==> config.mk <==
export PLATFORM = sky130hd
export DESIGN_NAME = sensor_status_flag_logic
export DESIGN_NICKNAME = d
export VERILOG_FILES = /design/src/rtl/flag_pkg.sv /design/src/rtl/sensor_status_flag_logic.sv
export SDC_FILE = /design/constraint.sdc
export NUM_CORES = 1
export LEC_CHECK = 0
export BUFFER_PORTS_ARGS = -buffer_cell sky130_fd_sc_hd__buf_2
export CAP_MARGIN = 5
export CORE_MARGIN = 2
export CORE_UTILIZATION = 50
export DETAILED_ROUTE_END_ITERATION = 6
export PLACE_DENSITY = 0.72
export SLEW_MARGIN = 20
export SYNTH_ARGS = -nofsm -noshare
export SYNTH_HDL_FRONTEND = slang
export SYNTH_SLANG_ARGS = --single-unit
==> constraint.sdc <==
create_clock -name ref_clk -period 4.2 [get_ports ref_clk]
set_clock_uncertainty 0.2 [all_clocks]
set_input_delay 0.84 -clock ref_clk [delete_from_list [all_inputs] [get_ports ref_clk]]
set_output_delay 0.84 -clock ref_clk [all_outputs]
set_load 0.005 [all_outputs]
==> src/rtl/flag_pkg.sv <==
// Shared constants and types for the sensor status flag logic
package flag_pkg;
    // ------------------------------------------------------------
    // Register indices (byte address is four times the index)
    // ------------------------------------------------------------
    localparam logic [7:0] IDX_PRIMARY   = 8'h0B;
    localparam logic [7:0] IDX_SECONDARY = 8'h45;
    localparam logic [7:0] IDX_KNOCK_THR = 8'h20;
    localparam logic [7:0] IDX_KNOCK_DUR = 8'h21;
    localparam logic [7:0] IDX_KNOCK_GAP = 8'h22;
    localparam logic [7:0] IDX_KNOCK_SPN = 8'h23;
    localparam logic [7:0] IDX_FIFO_POL  = 8'h28;
    localparam logic [7:0] IDX_FIFO_LVL  = 8'h29;
    localparam logic [7:0] IDX_CONV_CTL  = 8'h2C;
    localparam logic [7:0] IDX_INT_STAT  = 8'h50;
    localparam logic [7:0] IDX_INT_MASK  = 8'h51;
    localparam logic [7:0] IDX_DATA_A_LO = 8'h08;
    localparam logic [7:0] IDX_DATA_A_HI = 8'h0A;
    localparam logic [7:0] IDX_DATA_B_LO = 8'h0E;
    localparam logic [7:0] IDX_DATA_B_HI = 8'h17;
    // ------------------------------------------------------------
    // Field layouts, sizes and reset values
    // ------------------------------------------------------------
    localparam int          FIFO_DEPTH     = 512;
    localparam logic [9:0]  FIFO_FULL      = 10'h200;
    localparam logic [1:0]  POL_OFF        = 2'h0;
    localparam logic [1:0]  POL_OLDEST     = 2'h1;
    localparam logic [1:0]  POL_STREAM     = 2'h2;
    localparam logic [7:0]  SECONDARY_RST  = 8'h00;
    localparam logic [7:0]  INT_MASK_RST   = 8'h00;
    localparam logic [13:0] KNOCK_THR_RST  = 14'h0400;
    localparam logic [7:0]  KNOCK_DUR_RST  = 8'h04;
    localparam logic [7:0]  KNOCK_GAP_RST  = 8'h04;
    localparam logic [7:0]  KNOCK_SPN_RST  = 8'h10;
    localparam logic [9:0]  FIFO_LVL_RST   = 10'h080;
    // Interrupt status bit positions
    localparam int INT_NEW_SAMPLE = 0;
    localparam int INT_LEVEL      = 1;
    localparam int INT_OVERFLOW   = 2;
    localparam int INT_RELOAD     = 3;
    localparam int INT_KEEPALIVE  = 4;
    localparam int INT_OVER       = 5;
    localparam int INT_UNDER      = 6;
    localparam int INT_KNOCK      = 7;

    // Primary flag register, bits 3..0
    typedef struct packed {
        logic overflow;
        logic queue_level_flag;
        logic nonempty;
        logic new_sample;
    } primary_flags_s;

    // Secondary event flag register layout, bit 7 down to bit 0
    typedef struct packed {
        logic fuse_error;
        logic mem_reload;
        logic reserved;
        logic keepalive;
        logic conversion_over_limit_flag;
        logic conversion_under_limit_flag;
        logic double_knock;
        logic single_knock;
    } secondary_flags_s;

    typedef enum logic [4:0] {
        KN_IDLE   = 5'b00001,
        KN_ABOVE1 = 5'b00010,
        KN_GAP    = 5'b00100,
        KN_WAIT2  = 5'b01000,
        KN_ABOVE2 = 5'b10000
    } knock_state_e;
endpackage : flag_pkg

==> src/rtl/sensor_status_flag_logic.sv <==
// Status flag logic of a motion sensor, reached over APB
//
// Our own choice: the APB slave port.
`timescale 1ns/1ns
// Summary of operation
// Overflow sets flag, storing stops until pop
// Overflow flag only in keep-oldest policy
// Level flag on push exceeding threshold
// Nonempty flag high while samples wait
// New-sample set by sample, cleared by data read
// New-sample never set during data register read
// Clear flag, sample during read: set after read
// Set flag cleared at read start, held clear
// Fuse error reported in secondary register
// Memory reload sticky, cleared by secondary read
// Keep-alive expiry sticky; read clears, restarts timer
// Over-limit from temp or external, temp-only option
// Under-limit from temp or external, temp-only option
// Single knock: short excursion above threshold
// Double knock: second after gap, within span
// Secondary register at 0x45, resets to zero
// Event coinciding with clearing read wins
module sensor_status_flag_logic (
    input  wire logic        ref_clk,
    input  wire logic        rst_n,
    input  wire logic        psel,
    input  wire logic        penable,
    input  wire logic        pwrite,
    input  wire logic [11:0] paddr,
    input  wire logic [31:0] pwdata,
    output logic      [31:0] prdata,
    output logic             pready,
    output logic             pslverr,
    input  wire logic        sample_valid,
    input  wire logic [13:0] sample_magnitude,
    input  wire logic        fifo_pop,
    output logic             fifo_store,
    input  wire logic        fuse_uncorrectable,
    input  wire logic        mem_reload_event,
    input  wire logic        keepalive_expired,
    output logic             keepalive_restart,
    input  wire logic        temp_over,
    input  wire logic        temp_under,
    input  wire logic        ext_over,
    input  wire logic        ext_under,
    output logic             irq
);
    // ------------------------------------------------------------
    // Decode helpers
    // ------------------------------------------------------------
    // Data range reads steer the new-sample flag
    function automatic logic is_data_idx(input logic [7:0] idx);
        return (idx >= flag_pkg::IDX_DATA_A_LO && idx <= flag_pkg::IDX_DATA_A_HI) ||
               (idx >= flag_pkg::IDX_DATA_B_LO && idx <= flag_pkg::IDX_DATA_B_HI);
    endfunction : is_data_idx

    function automatic logic is_mapped(input logic [7:0] idx);
        case (idx)
            flag_pkg::IDX_PRIMARY, flag_pkg::IDX_SECONDARY, flag_pkg::IDX_KNOCK_THR,
            flag_pkg::IDX_KNOCK_DUR, flag_pkg::IDX_KNOCK_GAP, flag_pkg::IDX_KNOCK_SPN,
            flag_pkg::IDX_FIFO_POL, flag_pkg::IDX_FIFO_LVL, flag_pkg::IDX_CONV_CTL,
            flag_pkg::IDX_INT_STAT, flag_pkg::IDX_INT_MASK: return 1'b1;
            default: return is_data_idx(idx);
        endcase
    endfunction : is_mapped

    logic [7:0]                  idx;
    logic                        acc_done;
    logic                        wr_en;
    logic                        rd_done;
    logic                        data_read_active;
    logic [13:0]                 knock_thr_q;
    logic [7:0]                  knock_dur_q;
    logic [7:0]                  knock_gap_q;
    logic [7:0]                  knock_spn_q;
    logic [1:0]                  fifo_pol_q;
    logic [9:0]                  fifo_lvl_q;
    logic                        temp_only_q;
    logic [7:0]                  int_stat_q;
    logic [7:0]                  int_mask_q;
    logic [31:0]                 prdata_q;
    logic [9:0]                  count_q;
    logic                        store_ok_q;
    logic                        pend_q;
    flag_pkg::primary_flags_s    prim_q;
    flag_pkg::secondary_flags_s  sec_q;
    flag_pkg::knock_state_e      kn_q;
    logic [7:0]                  kn_cnt_q;
    logic                        above;
    logic                        push;
    logic                        single_ev;
    logic                        double_ev;
    logic                        over_ev;
    logic                        under_ev;
    logic                        sec_read;
    logic [7:0]                  int_ev;

    // ------------------------------------------------------------
    // APB slave
    // ------------------------------------------------------------
    // Zero wait states; unmapped addresses answer with an error
    assign idx              = paddr[9:2];
    assign pready           = 1'b1;
    assign pslverr          = psel && penable && (!is_mapped(idx) || paddr[11:10] != 2'h0);
    assign acc_done         = psel && penable && !pslverr;
    assign wr_en            = acc_done && pwrite;
    assign rd_done          = acc_done && !pwrite;
    assign data_read_active = psel && !pwrite && is_data_idx(idx);
    assign sec_read         = rd_done && idx == flag_pkg::IDX_SECONDARY;
    assign prdata           = prdata_q;

    // Control registers written by software
    always_ff @(posedge ref_clk) begin
        if (!rst_n) begin
            knock_thr_q <= flag_pkg::KNOCK_THR_RST;
            knock_dur_q <= flag_pkg::KNOCK_DUR_RST;
            knock_gap_q <= flag_pkg::KNOCK_GAP_RST;
            knock_spn_q <= flag_pkg::KNOCK_SPN_RST;
            fifo_pol_q  <= flag_pkg::POL_OFF;
            fifo_lvl_q  <= flag_pkg::FIFO_LVL_RST;
            temp_only_q <= 1'b0;
            int_mask_q  <= flag_pkg::INT_MASK_RST;
        end else if (wr_en) begin
            case (idx)
                flag_pkg::IDX_KNOCK_THR: knock_thr_q <= pwdata[13:0];
                flag_pkg::IDX_KNOCK_DUR: knock_dur_q <= pwdata[7:0];
                flag_pkg::IDX_KNOCK_GAP: knock_gap_q <= pwdata[7:0];
                flag_pkg::IDX_KNOCK_SPN: knock_spn_q <= pwdata[7:0];
                flag_pkg::IDX_FIFO_POL:  fifo_pol_q  <= pwdata[1:0];
                flag_pkg::IDX_FIFO_LVL:  fifo_lvl_q  <= pwdata[9:0];
                flag_pkg::IDX_CONV_CTL:  temp_only_q <= pwdata[0];
                flag_pkg::IDX_INT_MASK:  int_mask_q  <= pwdata[7:0];
                default: ;
            endcase
        end
    end

    // Read data captured in the setup phase so it stands through access
    always_ff @(posedge ref_clk) begin
        if (!rst_n) begin
            prdata_q <= 32'h0;
        end else if (psel && !penable && !pwrite) begin
            case (idx)
                flag_pkg::IDX_PRIMARY:   prdata_q <= {28'h0, prim_q};
                flag_pkg::IDX_SECONDARY: prdata_q <= {24'h0, sec_q};
                flag_pkg::IDX_KNOCK_THR: prdata_q <= {18'h0, knock_thr_q};
                flag_pkg::IDX_KNOCK_DUR: prdata_q <= {24'h0, knock_dur_q};
                flag_pkg::IDX_KNOCK_GAP: prdata_q <= {24'h0, knock_gap_q};
                flag_pkg::IDX_KNOCK_SPN: prdata_q <= {24'h0, knock_spn_q};
                flag_pkg::IDX_FIFO_POL:  prdata_q <= {30'h0, fifo_pol_q};
                flag_pkg::IDX_FIFO_LVL:  prdata_q <= {22'h0, fifo_lvl_q};
                flag_pkg::IDX_CONV_CTL:  prdata_q <= {31'h0, temp_only_q};
                flag_pkg::IDX_INT_STAT:  prdata_q <= {24'h0, int_stat_q};
                flag_pkg::IDX_INT_MASK:  prdata_q <= {24'h0, int_mask_q};
                default:                 prdata_q <= 32'h0;
            endcase
        end
    end

    // ------------------------------------------------------------
    // Sample queue occupancy and primary flags
    // ------------------------------------------------------------
    // Storage lives outside; only occupancy is tracked here
    assign push       = sample_valid && fifo_pol_q != flag_pkg::POL_OFF && store_ok_q &&
                        (count_q != flag_pkg::FIFO_FULL || fifo_pol_q == flag_pkg::POL_STREAM);
    assign fifo_store = push;

    always_ff @(posedge ref_clk) begin
        if (!rst_n) begin
            count_q <= 10'h0;
        end else if (fifo_pol_q == flag_pkg::POL_OFF) begin
            count_q <= 10'h0;
        // Push with pop leaves occupancy unchanged, except at empty, where it rises by one, and at full in stream policy, where it drops by one
        end else if (push && count_q != flag_pkg::FIFO_FULL && !(fifo_pop && count_q != 10'h0)) begin
            count_q <= count_q + 10'h1;
        end else if (fifo_pop && count_q != 10'h0 && !(push && count_q != flag_pkg::FIFO_FULL)) begin
            count_q <= count_q - 10'h1;
        end
    end

    // A full keep-oldest queue refuses samples until the host pops one
    always_ff @(posedge ref_clk) begin
        if (!rst_n) begin
            prim_q.overflow <= 1'b0;
            store_ok_q      <= 1'b1;
        end else if (fifo_pol_q != flag_pkg::POL_OLDEST) begin
            prim_q.overflow <= 1'b0;
            store_ok_q      <= 1'b1;
        end else if (sample_valid && count_q == flag_pkg::FIFO_FULL && !fifo_pop) begin
            prim_q.overflow <= 1'b1;
            store_ok_q      <= 1'b0;
        end else if (fifo_pop) begin
            prim_q.overflow <= 1'b0;
            store_ok_q      <= 1'b1;
        end
    end

    // Level flag rises on the push that takes occupancy past the threshold
    always_ff @(posedge ref_clk) begin
        if (!rst_n) begin
            prim_q.queue_level_flag <= 1'b0;
        end else if (push && count_q + 10'h1 > fifo_lvl_q) begin
            prim_q.queue_level_flag <= 1'b1;
        end else if (count_q <= fifo_lvl_q) begin
            prim_q.queue_level_flag <= 1'b0;
        end
    end

    // Registered so it follows occupancy one edge later
    always_ff @(posedge ref_clk) begin
        if (!rst_n) begin
            prim_q.nonempty <= 1'b0;
        end else begin
            prim_q.nonempty <= count_q != 10'h0;
        end
    end

    // New-sample flag is frozen low during a data read; arrivals are held back
    always_ff @(posedge ref_clk) begin
        if (!rst_n) begin
            prim_q.new_sample <= 1'b0;
            pend_q            <= 1'b0;
        end else if (data_read_active) begin
            prim_q.new_sample <= 1'b0;
            pend_q            <= pend_q || sample_valid;
        end else if (pend_q || sample_valid) begin
            prim_q.new_sample <= 1'b1;
            pend_q            <= 1'b0;
        end
    end

    // ------------------------------------------------------------
    // Knock qualifier, timed in samples
    // ------------------------------------------------------------
    // Strict compare: equal to threshold is not above
    assign above     = sample_magnitude > knock_thr_q;
    // Events fire on the first sample back below threshold
    assign single_ev = kn_q == flag_pkg::KN_ABOVE1 && sample_valid && !above;
    assign double_ev = kn_q == flag_pkg::KN_ABOVE2 && sample_valid && !above;

    always_ff @(posedge ref_clk) begin
        if (!rst_n) begin
            kn_q     <= flag_pkg::KN_IDLE;
            kn_cnt_q <= 8'h0;
        // One counter, restarted on each change into a timed state
        end else if (sample_valid) begin
            case (kn_q)
                flag_pkg::KN_IDLE: begin
                    if (above) begin
                        kn_q     <= flag_pkg::KN_ABOVE1;
                        kn_cnt_q <= 8'h1;
                    end
                end
                flag_pkg::KN_ABOVE1, flag_pkg::KN_ABOVE2: begin
                    if (above && kn_cnt_q + 8'h1 >= knock_dur_q) begin
                        kn_q <= flag_pkg::KN_IDLE; // excursion too long
                    end else if (above) begin
                        kn_cnt_q <= kn_cnt_q + 8'h1;
                    end else begin
                        kn_q     <= (kn_q == flag_pkg::KN_ABOVE1) ? flag_pkg::KN_GAP : flag_pkg::KN_IDLE;
                        kn_cnt_q <= 8'h0;
                    end
                end
                flag_pkg::KN_GAP: begin
                    // Excursions inside the gap are ignored
                    if (kn_cnt_q + 8'h1 >= knock_gap_q) begin
                        kn_q     <= flag_pkg::KN_WAIT2;
                        kn_cnt_q <= 8'h0;
                    end else begin
                        kn_cnt_q <= kn_cnt_q + 8'h1;
                    end
                end
                flag_pkg::KN_WAIT2: begin
                    if (above) begin
                        kn_q     <= flag_pkg::KN_ABOVE2;
                        kn_cnt_q <= 8'h1;
                    end else if (kn_cnt_q + 8'h1 >= knock_spn_q) begin
                        kn_q <= flag_pkg::KN_IDLE; // span expired
                    end else begin
                        kn_cnt_q <= kn_cnt_q + 8'h1;
                    end
                end
                default: kn_q <= flag_pkg::KN_IDLE;
            endcase
        end
    end

    // ------------------------------------------------------------
    // Secondary event flags
    // ------------------------------------------------------------
    // temp_only drops the external channel entirely
    assign over_ev  = temp_over || (!temp_only_q && ext_over);
    assign under_ev = temp_under || (!temp_only_q && ext_under);

    // Sticky flags cleared by reading, fuse error follows its input live; a same-cycle event keeps its flag
    always_ff @(posedge ref_clk) begin
        if (!rst_n) begin
            sec_q <= flag_pkg::SECONDARY_RST;
        end else begin
            sec_q.fuse_error                  <= fuse_uncorrectable;
            sec_q.reserved                    <= 1'b0;
            sec_q.mem_reload                  <= mem_reload_event || (sec_q.mem_reload && !sec_read);
            sec_q.keepalive                   <= keepalive_expired || (sec_q.keepalive && !sec_read);
            sec_q.conversion_over_limit_flag  <= over_ev || (sec_q.conversion_over_limit_flag && !sec_read);
            sec_q.conversion_under_limit_flag <= under_ev || (sec_q.conversion_under_limit_flag && !sec_read);
            sec_q.double_knock                <= double_ev || (sec_q.double_knock && !sec_read);
            sec_q.single_knock                <= single_ev || (sec_q.single_knock && !sec_read);
        end
    end

    // Timer restart rides on the clearing read
    assign keepalive_restart = sec_read;

    // ------------------------------------------------------------
    // Interrupt status and mask
    // ------------------------------------------------------------
    // Knock bit is shared by single and double
    assign int_ev = {single_ev || double_ev, under_ev, over_ev, keepalive_expired, mem_reload_event,
                     sample_valid && fifo_pol_q == flag_pkg::POL_OLDEST && count_q == flag_pkg::FIFO_FULL,
                     push && count_q + 10'h1 > fifo_lvl_q, sample_valid};

    // Read of the status register clears it, set wins over the clear
    always_ff @(posedge ref_clk) begin
        if (!rst_n) begin
            int_stat_q <= 8'h0;
        end else if (rd_done && idx == flag_pkg::IDX_INT_STAT) begin
            int_stat_q <= int_ev;
        end else begin
            int_stat_q <= int_stat_q | int_ev;
        end
    end

    // Sticky status makes a plain level output safe
    assign irq = |(int_stat_q & int_mask_q);
endmodule : sensor_status_flag_logic

Word level (Yosys, flattened, before mapping)
Cells that the tools add are included.

operators by class
  add/subtract/negate cells = 3
  $lt $le $gt $ge = 10
  equal/unequal tests = 27
  multiplexer cells = 28
  bitwise gates (word level) = 3
  reduce and logical (&&, ||, !) cells = 86

operators by type and width
  kind                   number
  $pmux 14 s11           1
  $eq 8x6->1 const B     7
  $mux 8                 7
  $logic_and 1x1->1      38
  $pmux 8 s4             1
  $mux 5                 6
  $eq 8x7->1 const B     3
  $ge 8x8->1             3
  $mux 10                2
  $pmux 5 s4             1
  $ge 8x4->1 const B     2
  $reduce_and 2->1       8
  $gt 14x14->1           1
  $logic_or 1x1->1       13
  $reduce_bool 2->1      6
  $reduce_or 11->1       1
  $add 10x1->10 const B  1
  $eq 10x10->1 const B   1
  $gt 10x10->1           1
  $le 10x10->1           1
  $logic_not 1->1        10
  $ne 10x10->1 const B   1
  $reduce_and 5->1       2
  $reduce_bool 10->1     1
  24 further kinds       39

word-level totals
  register bits = 136
  input bits = 72
  output and inout bits = 37
  word-level logic and storage cells = 184

Logic depth before layout (Yosys ltp)
Gate-level depths: netlist (run 1).

  depth after elaboration = 14
  depth in mapped cells = 13
  gate-level depth less buffers = 13

Worst setup path before layout (run 1)
No wires, ideal clock.

  path type = in2out
  start = in paddr[2]
  end = out pslverr
  arrival time = 2.382 ns
  required time = 3.160 ns
  path slack = 0.778 ns
  stages on the path = 6
  buffers on the path = 1
  path through = nor2b_1 > and4_1 > clkbuf_1 > nand3b_2 > nor4_2 > o311a_1

on the way
  cells in the longest elaborated chain, start to end = 7
  elaborated cells between the ends (all ways) = 23
  classes of those cells = 4 x order compare; 11 x eq/ne; 1 x mux; 7 x reduce/logical

ends and longest elaborated chain
  item                                         RTL line                                                        source
  from (decl)                                  sensor_status_flag_logic.sv:29                                  input wire logic [11:0] paddr,
  $ge 8x4->1, or another cell as far along     sensor_status_flag_logic.sv:53                                  return (idx >= flag_pkg::IDX_DATA_A_LO && idx <= flag_pkg::IDX_DATA_A_HI) ||
  $logic_and 1x1->1, on equally long branches  sensor_status_flag_logic.sv:53, sensor_status_flag_logic.sv:54
  $logic_or 1x1->1                             sensor_status_flag_logic.sv:53
  $mux 1 *                                     sensor_status_flag_logic.sv:58                                  case (idx)
  $logic_not 1->1 *                            sensor_status_flag_logic.sv:104                                 assign pslverr = psel && penable && (!is_mapped(idx) || paddr[11:10] != 2'h0);
  $logic_or 1x1->1 *                           sensor_status_flag_logic.sv:104
  $logic_and 1x1->1 *                          sensor_status_flag_logic.sv:104
  to (decl)                                    sensor_status_flag_logic.sv:33                                  output logic pslverr,

Every way passes the cells marked *; elsewhere a longest branch is shown, timed or not.

Worst setup path after layout (run 1)
  start = in paddr[3]
  end = out pslverr

Same word-level chain as after synthesis.

==> out/qor.yml, run 1 <==
clockBufferDepth: 2
syn2layout_area_growth_pct: 14.8
antenna_found_initial: 0
grt_pass1_vias: 6117
max_slew_margin: 0.238
portBuffers: 69
drt_iter0_drc: 681
fillers: 1262
leakage_nw: 3.45
rrSetupSlack_ps: 530
wl_per_cell_um: 18.0
critPathLaunchType: "input port"
synth.area.top_cells: "dfxtp_1 33%, ha_1 11%, a21oi_1 4.3%, mux2i_1 4.3%, nand2_1 4.1%"
die-area_um2: 15300
fmax_mhz: 260
finalCriticalPeriod_ps: 3850
synth_cells: 868
syn_avg_cell_area_um2: 8.27
clk_pin_slew_ps: 60
place_hpwl_mm: 15.1
yosys.area_share.simple: 0.208
numCtsBuffers: 17
clock_sinks: 117
synth_compound_area_frac: 0.209
dr.pass1.iters: 6
async_flop_share: 0
finalSetupTns_ps: 0
post-route-period-util: 0.917
synth_commonest_cells: "117 x dfxtp_1, 78 x nand2_1, 62 x a21oi_1, 62 x ha_1, 59 x inv_1"
rsz0062_at_grt: "false"
r2r_start: "kn_cnt_q[0]"
wl_mm: 20.3
coreArea_um2: 13900
status: "completed"
p_switching_mw: 0.698
cts_setup_buffers: 0
clock_power_share: 0.505
p_seq_frac: 0.418
die_y_um: 124
io_pins: 109
cp.required_ps: 3160
min_from: "prdata[12]"
synth_most_common_cell: "dfxtp_1"
critPathMaxFanout: 22
htreeDepth: 4
synth_xor_area_frac: 0.0232
grt-ovfl-total: 0
vdd_drop_max_v: 0.000288
clk_latency_ps: 410
setup_viol: 0
min_path_cells: 2
multiInputGateArea_um2: 4390
regToRegEndpoint: "kn_cnt_q[1]"
drive_gt1_frac: 0.145
synth_top_area_frac: 0.326
tritoncts: "built"
hold_viol: 0
area.sequential_um2: 2340
die_w_um: 124
power_frac_comb: 0.077
internal_power_mw: 2.04
cts_resized: 0
yosys_warnings: 0
place.gp.congestion: 0.900
std_cell_rows: 43
synth_fa_ha_area_frac: 0.108
drc: 0
cts_root_buffer: "clkbuf_16"
synthDistinctLibCells: 72
stdcell_count: 1127
end_kind: "output pin"
dpl.cell_count: 1094
initial_core_util: 0.515
ys.flop_type: "dfxtp_1"
yosys-mux-area-fraction: 0.0511
grt_max_degree: 61
synth_edf_count: 0
powerDensity_nw_per_um2: 332
hp-class: "reg -> reg"
p_sw_frac: 0.255
ant_nets: 0
viasPerCell: 5.97
holdBufCountCts: 0
critPathKind: "in -> out"
worst_r2r_path_depth: 12
synth_seq_cells: 117
nNetsFinal: 1067
synth_top_family_by_area: "compound AO/OA/AOI/OAI gates"
tightestPinTransition_ps: 1140
grt_pass1_wl_mm: 31.4
ys_seq_area_frac: 0.326
grtUsageTotal: 0.267
yosys.area.top_type: "dfxtp_1"
cap_violations: 0
final_max_slew_viol_count: 0
critPathArrivalTime_ps: 2810
syn_area_um2: 7180
min_to: "prdata[12]"
via_count: 6725
-- worst max path at each step --
| stage | start | end | slack, ps | cells past startpoint |
|---|---|---|---|---|
| final | paddr[3] | pslverr | 350 | 7 |
| after floorplan | paddr[2] | pslverr | 780 | 6 |
| after detailed placement | paddr[3] | pslverr | 380 | 7 |
| after global placement | paddr[3] | pslverr | 410 | 7 |
| after global routing | kn_cnt_q[0] | kn_cnt_q[0] | 190 | 14 |
| after CTS | paddr[3] | pslverr | 390 | 7 |
-- cell families after synthesis --
logic type,Yosys count
AND/OR/NAND/NOR,288
AO/OA/AOI/OAI,227
buffers and inverters,119
flip-flops,117
adder cells (fa/ha/maj),62
multiplexers,34
XOR/XNOR,19
other,2
-- power by group through the flow --
stage	registers (mW)	clock network (mW)	logic, mW
floorplan	1.16	0	0.131
global placement	1.17	0	0.203
detailed placement	1.17	0	0.206
CTS	1.14	1.39	0.206
global route	1.14	1.45	0.230
finish	1.14	1.38	0.210
-- area by class of cell --
cell class | count | share of cell area
multi-input combinational | 649 | 0.532
sequential | 117 | 0.284
timing repair buffer | 89 | 0.0601
clock buffer | 18 | 0.0533
tap | 180 | 0.0273
inverter | 59 | 0.0269
clock inverter | 14 | 0.0153
antenna | 1 | 0.000304
-- sequential cells by signal (all words and copies together), names as in the netlist --
name and cells:
count_q 10, fifo_lvl_q 10, fifo_pol_q 2, int_mask_q 8
int_stat_q 8, kn_cnt_q 8, kn_q 5, knock_dur_q 8
knock_gap_q 8, knock_spn_q 8, knock_thr_q 14, pend_q 1
prdata 14, prim_q 4, sec_q 7, store_ok_q 1
temp_only_q 1
-- worst max-delay path, cell delays in order --
cell and delay (ps):
buf_2 380, nand2b_1 170, o2111ai_1 110, a2111oi_1 710, nor4_2 160, o311a_1 310, buf_2 120
-- through the flow --
step | worst slack [ps] | power [mW] | hold WS (ps) | area [um2] | util
2_1_floorplan | 778 | 1.29 | 236 | 7240 | -
6_report | 348 | 2.73 | 248 | 8240 | 0.591
3_3_place_gp | 413 | 1.37 | 239 | 7670 | 0.550
4_1_cts | 393 | 2.74 | 251 | 8240 | 0.591
5_1_grt | 192 | 2.82 | 278 | 8240 | 0.591
3_5_place_dp | 384 | 1.37 | 243 | 7670 | 0.550
-- layer usage --
metal  vias up  wire length (um)  GRT usage
li1       3276                 -          -
met1      3139              8980      0.364
met2       266              9140      0.410
met3        44              1560     0.0563
met4         0               576      0.112
met5         -                 0          0
-- cell usage in the layout (no fill, tap or decap), drive strengths merged, types with 11 or more instances in the layout --
cell,n
a21oi,62
a221oi,12
buf,89
clkbuf,18
conb,19
dfxtp,117
ha,62
inv,63
mux2i,31
nand2,78
nand3,49
nand4,22
nor2,51
nor2b,14
nor3,17
o211ai,12
o21ai,42
o31ai,29
xnor2,11
Power figures use the tool's default switching activity.
==> run 2: changes to the inputs <==
- ABC_AREA: not set -> 1
- CAP_MARGIN: 5 -> not set
- PLACE_DENSITY: 0.72 -> 0.71
==> run 2 against run 1 <==
Effect of this change:
- synthesized cell count rose by 33%
- design area rose by 4.6%
- global-route usage fell by 0.80 points
- wire length about the same
- final cell count rose by 26%
- worst hold slack improved by 12 ps
- sequential power is essentially flat
- first-iteration DRC count is 21% lower
- via count grew 8.9%
==> out/qor.yml, run 2 <==
grt_max_degree: 78  # +28%
hp-class: "reg -> reg"
crit_chain: "buf_2 -> inv_1 -> nand2_2 -> nor2_4 -> nand2_2 -> nand2_1 -> nor2_1 -> nand4_2 -> nand4_1 -> buf_4 -> nor2_1 -> buf_2"
post-route-period-util: 0.833  # -0.0846
critPathLaunchType: "input port"
dp_slack_ps: 727  # +343 ps
grt-ovfl-total: 0  # unchanged
status: "completed"
clockBufferDepth: 2  # unchanged
drive_gt1_frac: 0.104  # -0.0405
htreeDepth: 4  # unchanged
clock_sinks: 117  # unchanged
nNetsFinal: 1358  # +27%
critPathMaxFanout: 15  # -32%
finalCriticalPeriod_ps: 3500  # -355 ps
grtUsageTotal: 0.259  # -0.00796
rsz0062_at_grt: "false"
cts_resized: 0  # unchanged
vdd_drop_max_v: 0.000270  # -6.5%
synth_edf_count: 0  # unchanged
dpl_cell_area_um2: 8010  # +4.4%
critPathKind: "in -> out"
dr.pass1.iters: 7  # +1
clk_pin_slew_ps: 60  # about the same
final_cell_mix: "277 x nand2_1, 194 x nor2_1, 171 x inv_1"
hold_ws_ps: 260  # +12.2 ps
min_from: "store_ok_q"
synth_seq_cells: 117  # unchanged
cts_root_buffer: "clkbuf_16"
fmax_mhz: 286  # +10%
synth_cells: 1157  # +33%
ant_nets: 0  # unchanged
yosys.area.top_type: "dfxtp_1"
viasPerCell: 5.14  # -14%
p_total_mw: 3.07  # +12%
clk_latency_ps: 430  # +20 ps
powerDensity_nw_per_um2: 357  # +7.5%
crit_start: "paddr[6]"
grt_pass1_wl_mm: 33.0  # +5.1%
antenna_found_initial: 0  # unchanged
path_buf_inv: 4  # +2
synth_most_common_cell: "nand2_1"
finish.instance_area_um2: 8620  # +4.6%
max_slew_margin: 0.453  # +0.215
coreArea_um2: 15000  # +7.9%
hold_viol: 0  # unchanged
numCtsBuffers: 17  # unchanged
cts_setup_buffers: 0  # unchanged
leakage_nw: 4.13  # +19%
syn_avg_cell_area_um2: 6.55  # -21%
wl_mm: 20.2  # about the same
slowest_stage: "nor2_4"
yosys_warnings: 0  # unchanged
wl_per_cell_um: 14.2  # -21%
synthDistinctLibCells: 40  # -44%
cp_top_family: "simple AND/OR/NAND/NOR gates"
syn_area_um2: 7580  # +5.6%
finalSetupTns_ps: 0  # unchanged
diodes: 0  # -1
synth_top_area_frac: 0.309  # -0.0173
holdBufCountCts: 0  # unchanged
drc: 0  # unchanged
setup_viol: 0  # unchanged
synth.area.top_cells: "dfxtp_1 31%, nand2_1 14%, ha_1 10%, nor2_1 9.6%, inv_1 8.5%"
fin_ws_ps: 703  # +355 ps
synth_commonest_cells: "277 x nand2_1, 194 x nor2_1, 171 x inv_1"
cp.required_ps: 3160  # about the same
end_kind: "output pin"
max_stage_delay_ps: 260  # -450 ps
die_w_um: 127  # +2.7%
ys_seq_area_frac: 0.309  # -0.0173
ys.flop_type: "dfxtp_1"
std_cell_rows: 45  # +4.7%
die-area_um2: 16200  # +5.4%
final_common_cell: "nand2_1"
syn2layout_area_growth_pct: 13.7
via_count: 7324  # +8.9%
place.gp.congestion: 0.905  # +0.56%
r2r_start: "kn_cnt_q[0]"
drt_iter0_drc: 538  # -21%
tritoncts: "built"
portBuffers: 69  # unchanged
die_y_um: 127  # +2.7%
place_hpwl_mm: 15.2  # +0.81%
grt_pass1_vias: 6654  # +8.8%
initial_core_util: 0.504  # -0.0108
async_flop_share: 0  # unchanged
cap_violations: 0  # unchanged
critPathArrivalTime_ps: 2460  # -350 ps
io_pins: 109  # unchanged
final_max_slew_viol_count: 0  # unchanged
tightestPinTransition_ps: 821  # -317 ps
[run 2: cell types whose count changed after synthesis, moves of 15 or more]
cell and change:
a21oi_1 +29, clkbuf_1 -20, inv_1 +112, mux2i_1 -31, nand2_1 +199, nand3_1 -15, nor2_1 +143, o22ai_1 +16
o31ai_1 -29
[run 2: power breakdown]
group / switching (mW) / internal [mW]
Combinational: 0.250 / 0.147
Clock: 0.566 / 0.951
Sequential: 0.0228 / 1.14
[run 2: area by class of cell]
cell class	instances	area, um2
fill	1515	6410
timing repair buffer	77	405
clock inverter	14	175
inverter	172	646
tap	188	235
sequential	117	2340
clock buffer	18	439
multi-input combinational	839	4380
[run 2: kinds of logic (layout without fill, tap and decap cells)]
logic type | Yosys count | in the layout | share of synthesized area
simple gates | 562 | 562 | 0.313
buf+inv | 218 | 281 | 0.123
compound gates | 180 | 180 | 0.134
flops | 117 | 117 | 0.309
fa+ha+maj | 62 | 62 | 0.102
xor+xnor | 16 | 16 | 0.0185
other cells | 2 | 19 | 0.000991
[run 2: metal layers]
| metal | wire, um | track usage |
|---|---|---|
| met1 | 9260 | 0.342 |
| met2 | 9520 | 0.431 |
| met3 | 1010 | 0.0415 |
| met4 | 453 | 0.0924 |
| met5 | 0 | 0 |
[run 2: worst min-delay path, cell delays in order (launching register included)]
cell     delay (ps)
dfxtp_1         310
nand2_1          60
nand2_1          40
[run 2: worst paths after layout]
check / to / slack, ps / cells past startpoint
worst max-delay path: keepalive_restart / 700 / 12
worst min-delay path: store_ok_q / 260 / 2
worst max register to register: kn_cnt_q[2] / 710 / 15
worst min register to register: store_ok_q / 260 / 2
[run 2: per-stage QoR]
step,instances,util
floorplan,1174,-
global placement,1393,0.533
detailed placement,1393,0.533
CTS,1425,0.573
global route,1425,0.573
finish,1425,0.573
==> run 3: changes to the inputs <==
- clock period: 4.2 -> 3.4 ns (I/O delays scaled with it)
==> run 3 against run 2 <==
Effect of this change:
- final cell count rose by 0.49%
- register-to-register slack lost 370 ps
- combinational power up 25%
- critical path type is now reg -> out
- worst setup slack got worse by 490 ps
- non-clock buffer count rose by 7
- highest routed layer unchanged
- utilization rose by 0.10 points
- design area grew 0.17%
- power up 19%
- worst hold slack got worse by 15 ps
==> out/qor.yml, run 3 (synthesis gave the netlist of run 2 again) <==
final_cell_mix: "277 x nand2_1, 193 x nor2_1, 171 x inv_1"
crit_start: "count_q[0]"
syn2layout_area_growth_pct: 13.9
portBuffers: 69  # unchanged
crit_chain: "inv_1 -> ha_1 -> nand2_1 -> nor2_1 -> nand2_1 -> nor2_1 -> nand2_1 -> nor2_2 -> a21oi_1 -> buf_2"
via_count: 7295  # -0.40%
place_hpwl_mm: 15.3  # +0.76%
wl_mm: 20.4  # +0.76%
post-route-period-util: 0.937
grt_pass1_vias: 6593  # -0.92%
clockBufferDepth: 2  # unchanged
status: "completed"
cts_resized: 0  # unchanged
stdcell_count: 1432  # +0.49%
max_slew_margin: 0.432  # -0.0208
final_common_cell: "nand2_1"
vdd_drop_max_v: 0.000311  # +15%
top_usage_layer: "met2"
cts_setup_buffers: 0  # unchanged
antenna_found_initial: 0  # unchanged
powerDensity_nw_per_um2: 423  # +19%
dr.pass1.iters: 5  # -2
hold_viol: 0  # unchanged
coreArea_um2: 15000  # unchanged
tritoncts: "built"
holdBufCountCts: 0  # unchanged
drc: 0  # unchanged
clock_sinks: 117  # unchanged
std_cell_rows: 45  # unchanged
numCtsBuffers: 17  # unchanged
met3_usage: 0.0440  # +0.00251
min_from: "fuse_uncorrectable"
drt_iter0_drc: 410  # -24%
end_kind: "output pin"
path_buf_inv: 2  # -2
leakage_nw: 4.15  # +0.51%
dpl.cell_count: 1400  # +0.50%
met2_usage: 0.434  # +0.00285
clk_pin_slew_ps: 60  # about the same
place.gp.congestion: 0.911  # +0.68%
fmax_mhz: 314
io_pins: 109  # unchanged
rsz0062_at_grt: "false"
grt_pass1_wl_mm: 32.6  # -1.3%
die_w_um: 127  # unchanged
hp-class: "in -> reg"
clk_latency_ps: 430  # about the same
finalCriticalPeriod_ps: 3190
cts_root_buffer: "clkbuf_16"
max_stage_delay_ps: 370  # +110 ps
grt-ovfl-total: 0  # unchanged
slowest_stage: "dfxtp_1"
critPathArrivalTime_ps: 2310  # -150 ps
critPathKind: "reg -> out"
tightestPinTransition_ps: 852  # +31.3 ps
setup_viol: 0  # unchanged
die-area_um2: 16200  # unchanged
die_y_um: 127  # unchanged
ant_nets: 0  # unchanged
htreeDepth: 4  # unchanged
critPathLaunchType: "flip-flop"
met1_usage: 0.332  # -0.0103
crit_path_frequent_cell: "nand2_1"
diodes: 0  # unchanged
cp.required_ps: 2520  # -640 ps
r2r_start: "kn_cnt_q[0]"
grt_max_degree: 78  # unchanged
final_max_slew_viol_count: 0  # unchanged
finalSetupTns_ps: 0  # unchanged
grtUsageTotal: 0.258  # -0.00151
cap_violations: 0  # unchanged
cp_top_family: "simple AND/OR/NAND/NOR gates"
drive_gt1_frac: 0.111  # +0.00665
viasPerCell: 5.09  # -0.88%
wl_per_cell_um: 14.2  # +0.27%
nNetsFinal: 1365  # +0.52%
initial_core_util: 0.504  # unchanged
critPathMaxFanout: 6  # -9
==> run 3: where the power goes <==
| part | internal, mW | total (mW) | switching, mW | leakage [nW] |
|---|---|---|---|---|
| Clock | 1.03 | 1.73 | 0.704 | 0.269 |
| Sequential | 1.41 | 1.43 | 0.0240 | 0.949 |
| Combinational | 0.186 | 0.496 | 0.309 | 2.93 |
| Total | 2.62 | 3.66 | 1.04 | 4.15 |
==> run 3: worst paths after layout <==
check / endpoint / slack [ps] / depth (start not counted)
worst min register to register: store_ok_q / 250 / 2
worst min-delay path: sec_q[7] / 250 / 3
worst max register to register: kn_q[0] / 340 / 14
worst max-delay path: fifo_store / 210 / 10
==> run 3: routing by layer <==
layer | wire [um] | up-vias
li1 | - | 3802
met1 | 9120 | 3242
met2 | 9530 | 209
met3 | 1210 | 42
met4 | 537 | 0
met5 | 0 | -
==> run 3: through the flow <==
| step | utilization | power (mW) | hold WS, ps | instance area [um2] | setup slack, ps |
|---|---|---|---|---|---|
| after floorplan | - | 1.82 | 219 | 7640 | 576 |
| after global placement | 0.536 | 1.94 | 237 | 8060 | 342 |
| after detailed placement | 0.536 | 1.95 | 243 | 8060 | 299 |
| after CTS | 0.574 | 3.67 | 236 | 8620 | 101 |
| after global routing | 0.574 | 3.80 | 254 | 8630 | 3.69 |
| final | 0.574 | 3.66 | 245 | 8630 | 214 |
==> run 3: area by class of cell <==
| class | count | area, um2 |
|---|---|---|
| clock inverters | 14 | 128 |
| well taps | 188 | 235 |
| repair buffers | 84 | 458 |
| clock buffers | 18 | 439 |
| flip-flops and latches | 117 | 2340 |
| inverters | 172 | 646 |
| multi-input cells | 839 | 4390 |
| fillers | 1507 | 6400 |
==> run 3: tightest hold or removal path: cells and delay by family <==
kind                   cells  cell delay (ps)
buffers and inverters      2              120
AND/OR/NAND/NOR            1               40
